### config.mk
export PLATFORM = sky130hd
export DESIGN_NAME = dms_top
export DESIGN_NICKNAME = d
export VERILOG_FILES = /design/src/dms_pkg.sv /design/src/dms_sync.sv /design/src/dms_top.sv
export SDC_FILE = /design/constraint.sdc
export NUM_CORES = 1
export LEC_CHECK = 0
export BUFFER_PORTS_ARGS = -buffer_cell sky130_fd_sc_hd__buf_2
export CORE_ASPECT_RATIO = 0.75
export CORE_MARGIN = 1
export CORE_UTILIZATION = 60
export CTS_CLUSTER_DIAMETER = 30
export DETAILED_ROUTE_END_ITERATION = 10
export GPL_TIMING_DRIVEN = 0
export PLACE_DENSITY = 0.85
export RECOVER_POWER = 50
export SETUP_SLACK_MARGIN = 0.4
export SLEW_MARGIN = 20
export SYNTH_ARGS = -nofsm -noshare
export SYNTH_HDL_FRONTEND = slang
export SYNTH_HIERARCHICAL = 1
export SYNTH_SLANG_ARGS = --single-unit
### constraint.sdc
create_clock -name clk_sys -period 6.3 [get_ports clk_sys]
set_input_delay 0.945 -clock clk_sys [delete_from_list [all_inputs] [get_ports clk_sys]]
set_output_delay 0.945 -clock clk_sys [all_outputs]
set_load 0.02 [all_outputs]
### src/dms_pkg.sv
// Package of constants for the DDR3 mode register and init tracker.
package dms_pkg;
	localparam int CMD_W = 4;
	localparam logic [3:0] CMD_MRS = 4'h0;
	localparam logic [3:0] CMD_REF = 4'h1;
	localparam logic [3:0] CMD_PRE = 4'h2;
	localparam logic [3:0] CMD_ACT = 4'h3;
	localparam logic [3:0] CMD_WR = 4'h4;
	localparam logic [3:0] CMD_RD = 4'h5;
	localparam logic [3:0] CMD_ZQCL = 4'h6;
	localparam logic [3:0] CMD_NOP = 4'h7;
	localparam int BA_W = 3;
	localparam int MR_W = 16;
	localparam int MR_DLL_RST_BIT = 8;
	localparam logic [MR_W-1:0] MR_RESET_VALUE = 16'h0000;
	localparam int CLK_MHZ = 100;
	localparam int TMOD_CK = 12;
	localparam int TMOD_NS = 15;
	localparam int TMOD_CYC = (TMOD_NS * CLK_MHZ + 999) / 1000 > TMOD_CK ?
		(TMOD_NS * CLK_MHZ + 999) / 1000 : TMOD_CK;
	localparam int TDLLK_CK = 512;
	localparam int TZQINIT_CK = 512;
	localparam int CNT_W = 10;
	typedef enum logic [2:0] {
		DMS_RESET = 3'b000,
		DMS_CKE_LOW = 3'b001,
		DMS_CKE_HIGH = 3'b011,
		DMS_CALIB = 3'b010,
		DMS_READY = 3'b110
	} dms_state_type;
endpackage

### src/dms_sync.sv
// Three-stage synchroniser with agreement check for one outside input.
`timescale 1ns/1ns
module dms_sync (
	input wire logic clk_sys,
	input wire logic rst_n,
	input wire logic din,
	output logic dout
);
	logic s1_q;
	logic s2_q;
	logic s3_q;

	always_ff @(posedge clk_sys or negedge rst_n) begin
		if (!rst_n) begin
			s1_q <= 1'b0;
			s2_q <= 1'b0;
			s3_q <= 1'b0;
		end else begin
			s1_q <= din;
			s2_q <= s1_q;
			s3_q <= s2_q;
		end
	end

	always_ff @(posedge clk_sys or negedge rst_n) begin
		if (!rst_n) begin
			dout <= 1'b0;
		end else if (s2_q == s3_q) begin
			dout <= s3_q;
		end
	end
endmodule

### src/dms_top.sv
// DDR3 device side: mode registers, termination gating and init readiness.
`timescale 1ns/1ns
module dms_top
	import dms_pkg::*;
#(
	parameter int TMOD = TMOD_CYC,
	parameter int TDLLK = TDLLK_CK,
	parameter int TZQINIT = TZQINIT_CK
) (
	input wire logic clk_sys,
	input wire logic reset_n,
	input wire logic ck,
	input wire logic dev_reset_n,
	input wire logic cke,
	input wire logic odt,
	input wire logic [CMD_W-1:0] cmd,
	input wire logic [BA_W-1:0] ba,
	input wire logic [MR_W-1:0] addr,
	output logic [MR_W-1:0] mr0,
	output logic [MR_W-1:0] mr1,
	output logic [MR_W-1:0] mr2,
	output logic [MR_W-1:0] mr3,
	output logic term_enable,
	output logic features_valid,
	output logic dll_locked,
	output logic zq_done,
	output logic dev_ready
);
	logic rst_a_q;
	logic rst_n_q;
	logic ck_s;
	logic ck_prev_q;
	logic ck_rise;
	logic devrst_s;
	logic cke_s;
	logic odt_s;
	logic cke_seen_q;
	logic [CNT_W-1:0] mod_cnt_q;
	logic [CNT_W-1:0] dll_cnt_q;
	logic [CNT_W-1:0] zq_cnt_q;
	logic dll_busy_q;
	logic zq_busy_q;
	logic mrs_hit;
	logic zq_hit;
	logic dll_rst_hit;
	dms_state_type state_q;

	always_ff @(posedge clk_sys or negedge reset_n) begin
		if (!reset_n) begin
			rst_a_q <= 1'b0;
			rst_n_q <= 1'b0;
		end else begin
			rst_a_q <= 1'b1;
			rst_n_q <= rst_a_q;
		end
	end

	dms_sync u_ck (.clk_sys(clk_sys), .rst_n(rst_n_q), .din(ck), .dout(ck_s));
	dms_sync u_rst (.clk_sys(clk_sys), .rst_n(rst_n_q), .din(dev_reset_n), .dout(devrst_s));
	dms_sync u_cke (.clk_sys(clk_sys), .rst_n(rst_n_q), .din(cke), .dout(cke_s));
	dms_sync u_odt (.clk_sys(clk_sys), .rst_n(rst_n_q), .din(odt), .dout(odt_s));

	always_ff @(posedge clk_sys or negedge rst_n_q) begin
		if (!rst_n_q) begin
			ck_prev_q <= 1'b0;
		end else begin
			ck_prev_q <= ck_s;
		end
	end

	assign ck_rise = ck_s && !ck_prev_q;
	assign mrs_hit = ck_rise && devrst_s && cke_s && (cmd == CMD_MRS);
	assign zq_hit = ck_rise && devrst_s && cke_s && (cmd == CMD_ZQCL);
	assign dll_rst_hit = mrs_hit && ba[1:0] == 2'h0 && addr[MR_DLL_RST_BIT];

	// Termination stays off while reset is low, and after reset until CKE is first seen high on a CK rise.
	always_ff @(posedge clk_sys or negedge rst_n_q) begin
		if (!rst_n_q) begin
			cke_seen_q <= 1'b0;
		end else if (!devrst_s) begin
			cke_seen_q <= 1'b0;
		end else if (ck_rise && cke_s) begin
			cke_seen_q <= 1'b1;
		end
	end

	assign term_enable = cke_seen_q && devrst_s && odt_s && features_valid;

	// Mode registers load on MRS and clear on device reset.
	always_ff @(posedge clk_sys or negedge rst_n_q) begin
		if (!rst_n_q) begin
			mr0 <= MR_RESET_VALUE;
			mr1 <= MR_RESET_VALUE;
			mr2 <= MR_RESET_VALUE;
			mr3 <= MR_RESET_VALUE;
		end else if (!devrst_s) begin
			mr0 <= MR_RESET_VALUE;
			mr1 <= MR_RESET_VALUE;
			mr2 <= MR_RESET_VALUE;
			mr3 <= MR_RESET_VALUE;
		end else if (mrs_hit) begin
			unique case (ba[1:0])
				2'h0: begin
					mr0 <= addr;
					mr0[MR_DLL_RST_BIT] <= 1'b0;
				end
				2'h1: mr1 <= addr;
				2'h2: mr2 <= addr;
				2'h3: mr3 <= addr;
			endcase
		end
	end

	// Features count as updated only after tMOD clock edges.
	always_ff @(posedge clk_sys or negedge rst_n_q) begin
		if (!rst_n_q) begin
			mod_cnt_q <= '0;
		end else if (!devrst_s) begin
			mod_cnt_q <= '0;
		end else if (mrs_hit) begin
			mod_cnt_q <= CNT_W'(TMOD);
		end else if (ck_rise && mod_cnt_q != '0) begin
			mod_cnt_q <= mod_cnt_q - 1'b1;
		end
	end

	assign features_valid = (mod_cnt_q == '0);

	// DLL lock timer, started by an MRS to MR0 with the reset bit set.
	always_ff @(posedge clk_sys or negedge rst_n_q) begin
		if (!rst_n_q) begin
			dll_cnt_q <= '0;
			dll_busy_q <= 1'b0;
			dll_locked <= 1'b0;
		end else if (!devrst_s) begin
			dll_cnt_q <= '0;
			dll_busy_q <= 1'b0;
			dll_locked <= 1'b0;
		end else if (mrs_hit && ba[1:0] == 2'h0 && addr[MR_DLL_RST_BIT]) begin
			dll_cnt_q <= CNT_W'(TDLLK - 1);
			dll_busy_q <= 1'b1;
			dll_locked <= 1'b0;
		end else if (dll_busy_q && ck_rise && cke_s) begin
			if (dll_cnt_q == '0) begin
				dll_busy_q <= 1'b0;
				dll_locked <= 1'b1;
			end else begin
				dll_cnt_q <= dll_cnt_q - 1'b1;
			end
		end
	end

	// Long ZQ calibration timer.
	always_ff @(posedge clk_sys or negedge rst_n_q) begin
		if (!rst_n_q) begin
			zq_cnt_q <= '0;
			zq_busy_q <= 1'b0;
			zq_done <= 1'b0;
		end else if (!devrst_s) begin
			zq_cnt_q <= '0;
			zq_busy_q <= 1'b0;
			zq_done <= 1'b0;
		end else if (zq_hit) begin
			zq_cnt_q <= CNT_W'(TZQINIT - 1);
			zq_busy_q <= 1'b1;
			zq_done <= 1'b0;
		end else if (zq_busy_q && ck_rise) begin
			if (zq_cnt_q == '0) begin
				zq_busy_q <= 1'b0;
				zq_done <= 1'b1;
			end else begin
				zq_cnt_q <= zq_cnt_q - 1'b1;
			end
		end
	end

	// Initialization progress as seen by the device.
	always_ff @(posedge clk_sys or negedge rst_n_q) begin
		if (!rst_n_q) begin
			state_q <= DMS_RESET;
		end else if (!devrst_s) begin
			state_q <= DMS_RESET;
		end else begin
			unique case (state_q)
				DMS_RESET: state_q <= DMS_CKE_LOW;
				DMS_CKE_LOW: if (ck_rise && cke_s) state_q <= DMS_CKE_HIGH;
				DMS_CKE_HIGH: if (zq_hit) state_q <= DMS_CALIB;
				DMS_CALIB: if (dll_locked && zq_done) state_q <= DMS_READY;
				DMS_READY: if (zq_hit || (mrs_hit && ba[1:0] == 2'h0 && addr[MR_DLL_RST_BIT]))
					state_q <= DMS_CALIB;
				default: state_q <= DMS_RESET;
			endcase
		end
	end

	always_ff @(posedge clk_sys or negedge rst_n_q) begin
		if (!rst_n_q) begin
			dev_ready <= 1'b0;
		end else begin
			dev_ready <= (state_q == DMS_CALIB || state_q == DMS_READY) && dll_locked && zq_done && devrst_s
				&& !zq_hit && !dll_rst_hit;
		end
	end
endmodule

==> results.txt, run 1 <==
status: finished with violations
failing checks: DRC, capacitance limit, slew limit
power density cells: 324 mW/mm2
layout cells sized above 1: 0.213
WP depth: 5
cts hold-fix bufs: 0
Initial Util: 0.630
row cnt: 29
Via density: 6.39
fin crit period: 3.57 ns
wire per inst: 20.7 um
DRT Wirelength: 15.8 mm
postcts setup bufs: 0
PortBufs: 95
Yosys reg bits: 121
Root Driver: clkbuf_16
core box area: 0.00860 mm2
Tcrit/Tclk final: 0.567
Setup crit start kind: flip-flop
Core Util, Final: 0.777
CP Class: flip-flop to output pin
Die X: 112 um
top cells by count, synth: dfrtp_1 (121), nand2_1 (105), a21oi_1 (45), mux2i_1 (34), nand3_1 (26)
post-synth top area share: 0.559
met3 Usage GRT: 0.126
Synth area leader: dfrtp_1
GR Util met2: 0.529
gr ovfl total: 0
register area share after synthesis: 0.559
met1 usage: 0.454
DRT Pass-1 Iters: 9
gr busiest metal: met2
Avg Cell Area, Syn: 10.3 um2
vias in the first global route: 4880
peak supply drop: 0.000353 V
critical-path cell list: or4_4, or3_4, nor4b_1, and4_1, buf_2
Final Hold Fails: 0
Nets: 676
crit-path leading delay family: simple AND/OR/NAND/NOR gates
post-CTS sizing: 0
Buf/Inv on CP: 1
Least-Margin Pin Slew: 2.57 ns
fillers: 558
Tot Pwr: 2.17 mW
synth top area cells: dfrtp_1 (56%), nand2_1 (7.3%), mux2i_1 (6.3%), a21oi_1 (4.2%), nand3_1 (2.4%)
reg2reg setup slack: 3.11 ns
placer congestion estimate: 0.936
Final ANT Viol Nets: 0
mapped cell area: 0.00542 mm2
Top-Level Pins: 98
CP max-delay cell: or4_4
DP HPWL: 10.2 mm
RSZ-0062 raised after global routing: no
maxcap violations: 1
R2R depth: 1
ys async rst share: 1.00
H-tree depth: 4
All-Layer GR Usage: 0.352
Clock Sinks: 121
Crit path largest cell delay: 0.58 ns
Post-Syn Instances: 525
Reg-to-Reg End: mr0[11]
Detailed Route Iter0 Violations: 542
FF-to-FF Start: rst_n_q
most frequent cell after synthesis: dfrtp_1
CTS tree: built
final setup fails: 0
Antenna Cells: 0
clk buf depth: 2
largest net degree at the start of global routing: 55
first-pass GRT wire length: 24.8 mm
clock-pin slew on the worst setup and hold paths: 0.05 ns
Achievable Freq: 280 MHz
worst skew pair latency: 0.42 ns
leakage: 3.22 nW
PnR worst setup slack: 2.73 ns
Worst Path Required: 5.35 ns
total die area: 0.00942 mm2
Post-synth EDFFs: 0
antenna violations before repair: 0
Clock Skews: 0.00890 ns
routed via count: 4866
normalized max-slew margin: -0.713
area grow syn2layout: 23.3%
synth warn: 6
CP Capture Type: output pin
total CTS buffers: 17
# DRC: 3
Die Ht: 84.3 um
synth unique cells: 53
Synthesized Nets: 560
setup TNS: 0 ns
Setup WS pre-CTS: 3.20 ns
max-slew violations: 48
CP Max Fanout: 4
Synth Flop Type: dfrtp_1
Arrival @ worst endpoint: 2.63 ns
worst hold path class: input port to async pin
## how the worst max path moves through the flow
stage / start / to / slack (ns)
floorplan: rst_n_q / ck_prev_q / 2.68
global placement: rst_n_q / mr3[12] / 1.51
detailed placement: mod_cnt_q[4] / term_enable / 3.20
CTS: mod_cnt_q[6] / term_enable / 2.74
global route: rst_n_q / mr0[12] / 2.40
finish: mod_cnt_q[6] / term_enable / 2.73
## cell families (layout without fill, tap and decap cells)
family | count (synthesis) | count (layout) | share of synthesized area
mux | 34 | 34 | 0.0628
other cells | 2 | 2 | 0.00139
compound gates | 100 | 100 | 0.116
xor+xnor | 5 | 5 | 0.00808
flops | 121 | 121 | 0.559
simple gates | 213 | 213 | 0.200
fa+ha+maj | 10 | 10 | 0.0222
buf+inv | 40 | 169 | 0.0312
## report_power, final
part | internal, mW | leakage, nW | switching (mW)
clock network | 0.711 | 0.306 | 0.352
logic | 0.0978 | 1.28 | 0.172
registers | 0.803 | 1.64 | 0.0295
total | 1.61 | 3.22 | 0.554
## registers in the layout, indices dropped and copies added (netlist names), 3 cells and up
name       count
dll_cnt_q     10
mr3           16
zq_cnt_q      10
state_q        3
mr0           15
mr1           16
mr2           16
mod_cnt_q     10
## cell type report
cell class	instances	area [um2]	share of cell area
Clock buffer	20	447	0.0668
Multi-Input combinational cell	364	2220	0.332
Clock inverter	12	196	0.0294
Timing Repair Buffer	97	493	0.0738
Inverter	10	37.5	0.00562
Tap cell	108	135	0.0202
Sequential cell	121	3030	0.453
Buffer	30	130	0.0195
## cell usage in the layout (no fill, tap or decap), drive strengths merged, types with 11 or more instances in the layout
cell type	instances
clkbuf	56
a21oi	45
nor2	12
dfrtp	121
buf	91
or4	13
nand2	105
nand3	27
mux2i	34
inv	11
o21ai	14
## per-stage QoR
| step | instance area [um2] | hold slack (ns) | cells |
|---|---|---|---|
| after global placement | 6030 | 0.334 | 728 |
| after floorplan | 5420 | 0.331 | 525 |
| after CTS | 6730 | 0.222 | 762 |
| after global routing | 6680 | 0.309 | 762 |
| final | 6680 | 0.314 | 762 |
| after detailed placement | 6090 | 0.218 | 730 |
## per-layer routing
metal,wire [um],vias to the layer above
li1,-,2110
met1,6570,2431
met2,7310,274
met3,1410,51
met4,477,0
met5,0,-
No activity file was read; power rests on OpenSTA's default activity.
==> run 2, diff against run 1 <==
- ABC_AREA: default -> 1
- CORE_UTILIZATION: 60 -> 56
- PLACE_DENSITY: 0.85 -> 0.8
- clock period: 6.3 -> 3.6 ns (I/O delays scaled with it)
==> results.txt, run 2 <==
status: finished clean (was finished with violations)
total CTS buffers: 17 (unchanged)
All-Layer GR Usage: 0.299 (was 0.352)
largest net degree at the start of global routing: 55 (unchanged)
Post-Syn Instances: 622 (was 525)
clk buf depth: 2 (unchanged)
Clock Sinks: 121 (unchanged)
worst skew pair latency: 0.41 ns (was 0.42 ns)
Gate power share: 0.179 (was 0.125)
Reg-to-Reg End: mr3[8] (was mr0[11])
clock power share: 0.437 (was 0.491)
Achievable Freq: 348 MHz
post-synth top area share: 0.555 (was 0.559)
Yosys reg bits: 121 (unchanged)
Seq pwr share: 0.384 (was 0.385)
synth top area cells: dfrtp_1 (55%), nand2_1 (8.7%), nand3_1 (8.4%), o21ai_1 (5.2%), inv_1 (4.1%) (was dfrtp_1 (56%), nand2_1 (7.3%), mux2i_1 (6.3%), a21oi_1 (4.2%), nand3_1 (2.4%))
final setup fails: 0 (unchanged)
internal power: 2.80 mW (was 1.61 mW)
clock-pin slew on the worst setup and hold paths: 0.05 ns (about the same)
Arrival @ worst endpoint: 2.33 ns (was 2.63 ns)
routed via count: 4925 (was 4866)
PnR worst setup slack: 0.726 ns (was 2.73 ns)
DRT Pass-1 Iters: 6 (was 9)
CP Max Fanout: 10 (was 4)
reg2reg setup slack: 1.26 ns (was 3.11 ns)
placer congestion estimate: 0.879 (was 0.936)
PortBufs: 95 (unchanged)
Synth Flop Type: dfrtp_1 (unchanged)
Root Driver: clkbuf_16 (unchanged)
postcts setup bufs: 0 (unchanged)
Via density: 5.60 (was 6.39)
fin crit period: 2.87 ns
Sw Ratio: 0.291 (was 0.256)
Worst Hold Path EP: u_cke/s1_q
Avg Cell Area, Syn: 8.77 um2 (was 10.3 um2)
Die Ht: 87.5 um (was 84.3 um)
Worst Path Required: 3.06 ns (was 5.35 ns)
vias in the first global route: 4562 (was 4880)
biggest registers after layout: mr1 (16), mr2 (16), mr3 (16) (unchanged)
crit-path leading delay family: buffers and inverters (was simple AND/OR/NAND/NOR gates)
core box area: 0.00923 mm2 (was 0.00860 mm2)
layout cells sized above 1: 0.210 (was 0.213)
synth warn: 6 (unchanged)
setup TNS: 0 ns (unchanged)
worst hold path class: input port to flip-flop (was input port to async pin)
Psw: 1.15 mW (was 554 uW)
FF-to-FF Start: rst_n_q (unchanged)
Synthesized Nets: 657 (was 560)
antenna violations before repair: 0 (unchanged)
power density cells: 588 mW/mm2 (was 324 mW/mm2)
Tot Pwr: 3.95 mW (was 2.17 mW)
R2R depth: 2 (was 1)
final hold slack: 0.231 ns (was 0.314 ns)
row cnt: 30 (was 29)
critical-path cell list: clkbuf_1, clkbuf_1, nand2_1, nor3b_1, buf_2 (was or4_4, or3_4, nor4b_1, and4_1, buf_2)
Final ANT Viol Nets: 0 (unchanged)
RSZ-0062 raised after global routing: no (unchanged)
Post-synth EDFFs: 0 (unchanged)
CP most frequent cell: clkbuf_1
gr ovfl total: 0 (unchanged)
Synth area leader: dfrtp_1 (unchanged)
Initial Util: 0.591 (was 0.630)
DRT Wirelength: 14.1 mm (was 15.8 mm)
Detailed Route Iter0 Violations: 382 (was 542)
synth unique cells: 34 (was 53)
normalized max-slew margin: 0.0823 (was -0.713)
Top-Level Pins: 98 (unchanged)
Antenna Cells: 0 (unchanged)
CTS tree: built (unchanged)
CP Class: flip-flop to output pin (unchanged)
post-CTS sizing: 0 (unchanged)
first-pass GRT wire length: 22.6 mm (was 24.8 mm)
CP Capture Type: output pin (unchanged)
hold-critical path depth: 1
mapped cell area: 0.00546 mm2 (was 0.00542 mm2)
CP max-delay cell: clkbuf_1 (was or4_4)
Final Hold Fails: 0 (unchanged)
Clock Skews: 0.00694 ns (was 0.00890 ns)
register area share after synthesis: 0.555 (was 0.559)
max-slew violations: 0 (was 48)
maxcap violations: 0 (was 1)
most frequent cell after synthesis: nand2_1 (was dfrtp_1)
Buf/Inv on CP: 3 (was 1)
# DRC: 0 (was 3)
Setup crit start kind: flip-flop (unchanged)
total die area: 0.0101 mm2 (was 0.00942 mm2)
ys async rst share: 1.00 (unchanged)
Hold Startpoint: cke
Die X: 116 um (was 112 um)
Nets: 774 (was 676)
Crit path largest cell delay: 0.51 ns (was 0.58 ns)
Least-Margin Pin Slew: 1.38 ns (was 2.57 ns)
area grow syn2layout: 23.0% (was 23.3%)
commonest non-fill, non-tap cell in the layout: nand2_1 (was dfrtp_1)
leakage: 3.56 nW (was 3.22 nW)
Tcrit/Tclk final: 0.798
DP HPWL: 9.77 mm (was 10.2 mm)
Setup WS pre-CTS: 1.48 ns (was 3.20 ns)
H-tree depth: 4 (unchanged)
top cells by count, synth: nand2_1 (127), dfrtp_1 (121), nand3_1 (92), inv_1 (59), o21ai_1 (57) (was dfrtp_1 (121), nand2_1 (105), a21oi_1 (45), mux2i_1 (34), nand3_1 (26))
most frequent cells in the layout: nand2_1 (127), dfrtp_1 (121), buf_2 (94) (was dfrtp_1 (121), nand2_1 (105), buf_2 (86))
peak supply drop: 0.000394 V (was 0.000353 V)
wire per inst: 16.0 um (was 20.7 um)
==> run 2: area by class of cell <==
class | count | area [um2]
Timing Repair Buffer | 98 | 494
Tap cell | 128 | 160
Clock buffer | 21 | 460
Clock inverter | 11 | 144
Sequential cell | 121 | 3030
Buffer | 23 | 113
Fill cell | 708 | 2520
Inverter | 64 | 240
Multi-Input combinational cell | 414 | 2070
==> run 2: how the worst max path moves through the flow <==
stage                 start           to  slack, ns  cells after the start
2_1_floorplan  mod_cnt_q[0]  term_enable       1.57                      6
3_3_place_gp        rst_n_q       mr3[9]       0.94                      0
3_5_place_dp     u_rst/dout  term_enable       1.48                      5
4_1_cts          u_rst/dout  term_enable       1.00                      5
5_1_grt          u_rst/dout  term_enable       0.57                      5
6_report         u_rst/dout  term_enable       0.73                      5
==> run 2: kinds of logic after synthesis <==
logic type               Yosys count  share of synthesized area
adder cells (fa/ha/maj)            6                     0.0138
XOR/XNOR                          10                     0.0160
AND/OR/NAND/NOR                  297                      0.246
flip-flops                       121                      0.555
buffers and inverters             87                     0.0653
AO/OA/AOI/OAI                     99                      0.103
other                              2                    0.00138
==> run 2: routing by layer <==
layer  part of all wire  GRT usage  routed length [um]
met5                  0          0                   0
met4              0.031      0.131                 432
met1               0.42      0.405                5980
met3              0.085     0.0717                1210
met2               0.46      0.462                6500
==> run 2: per-stage QoR <==
stage               instance area (um2)  cells  utilization
floorplan                          5460    622            -
global placement                   6090    845        0.660
detailed placement                 6140    847        0.665
CTS                                6760    880        0.732
global route                       6710    880        0.727
finish                             6710    880        0.727
==> run 2: power groups by stage <==
stage	clock network [mW]	registers [mW]	logic, mW
floorplan	0	1.57	0.471
global placement	0	1.55	0.639
detailed placement	0	1.54	0.696
CTS	1.74	1.52	0.704
global route	1.79	1.53	0.794
finish	1.73	1.52	0.706
==> run 2: timing repair <==
| action | CTS | global route |
|---|---|---|
| endpoints found under the setup margin | 0 | 0 |
| hold buffers | 1 | 0 |
| endpoints found under the hold margin | 2 | 0 |
==> run 2: worst register-to-register path, stage by stage, from the launching register on <==
cell	delay, ns
dfrtp_1	0.99
clkbuf_2	1.16
buf_12	0.35
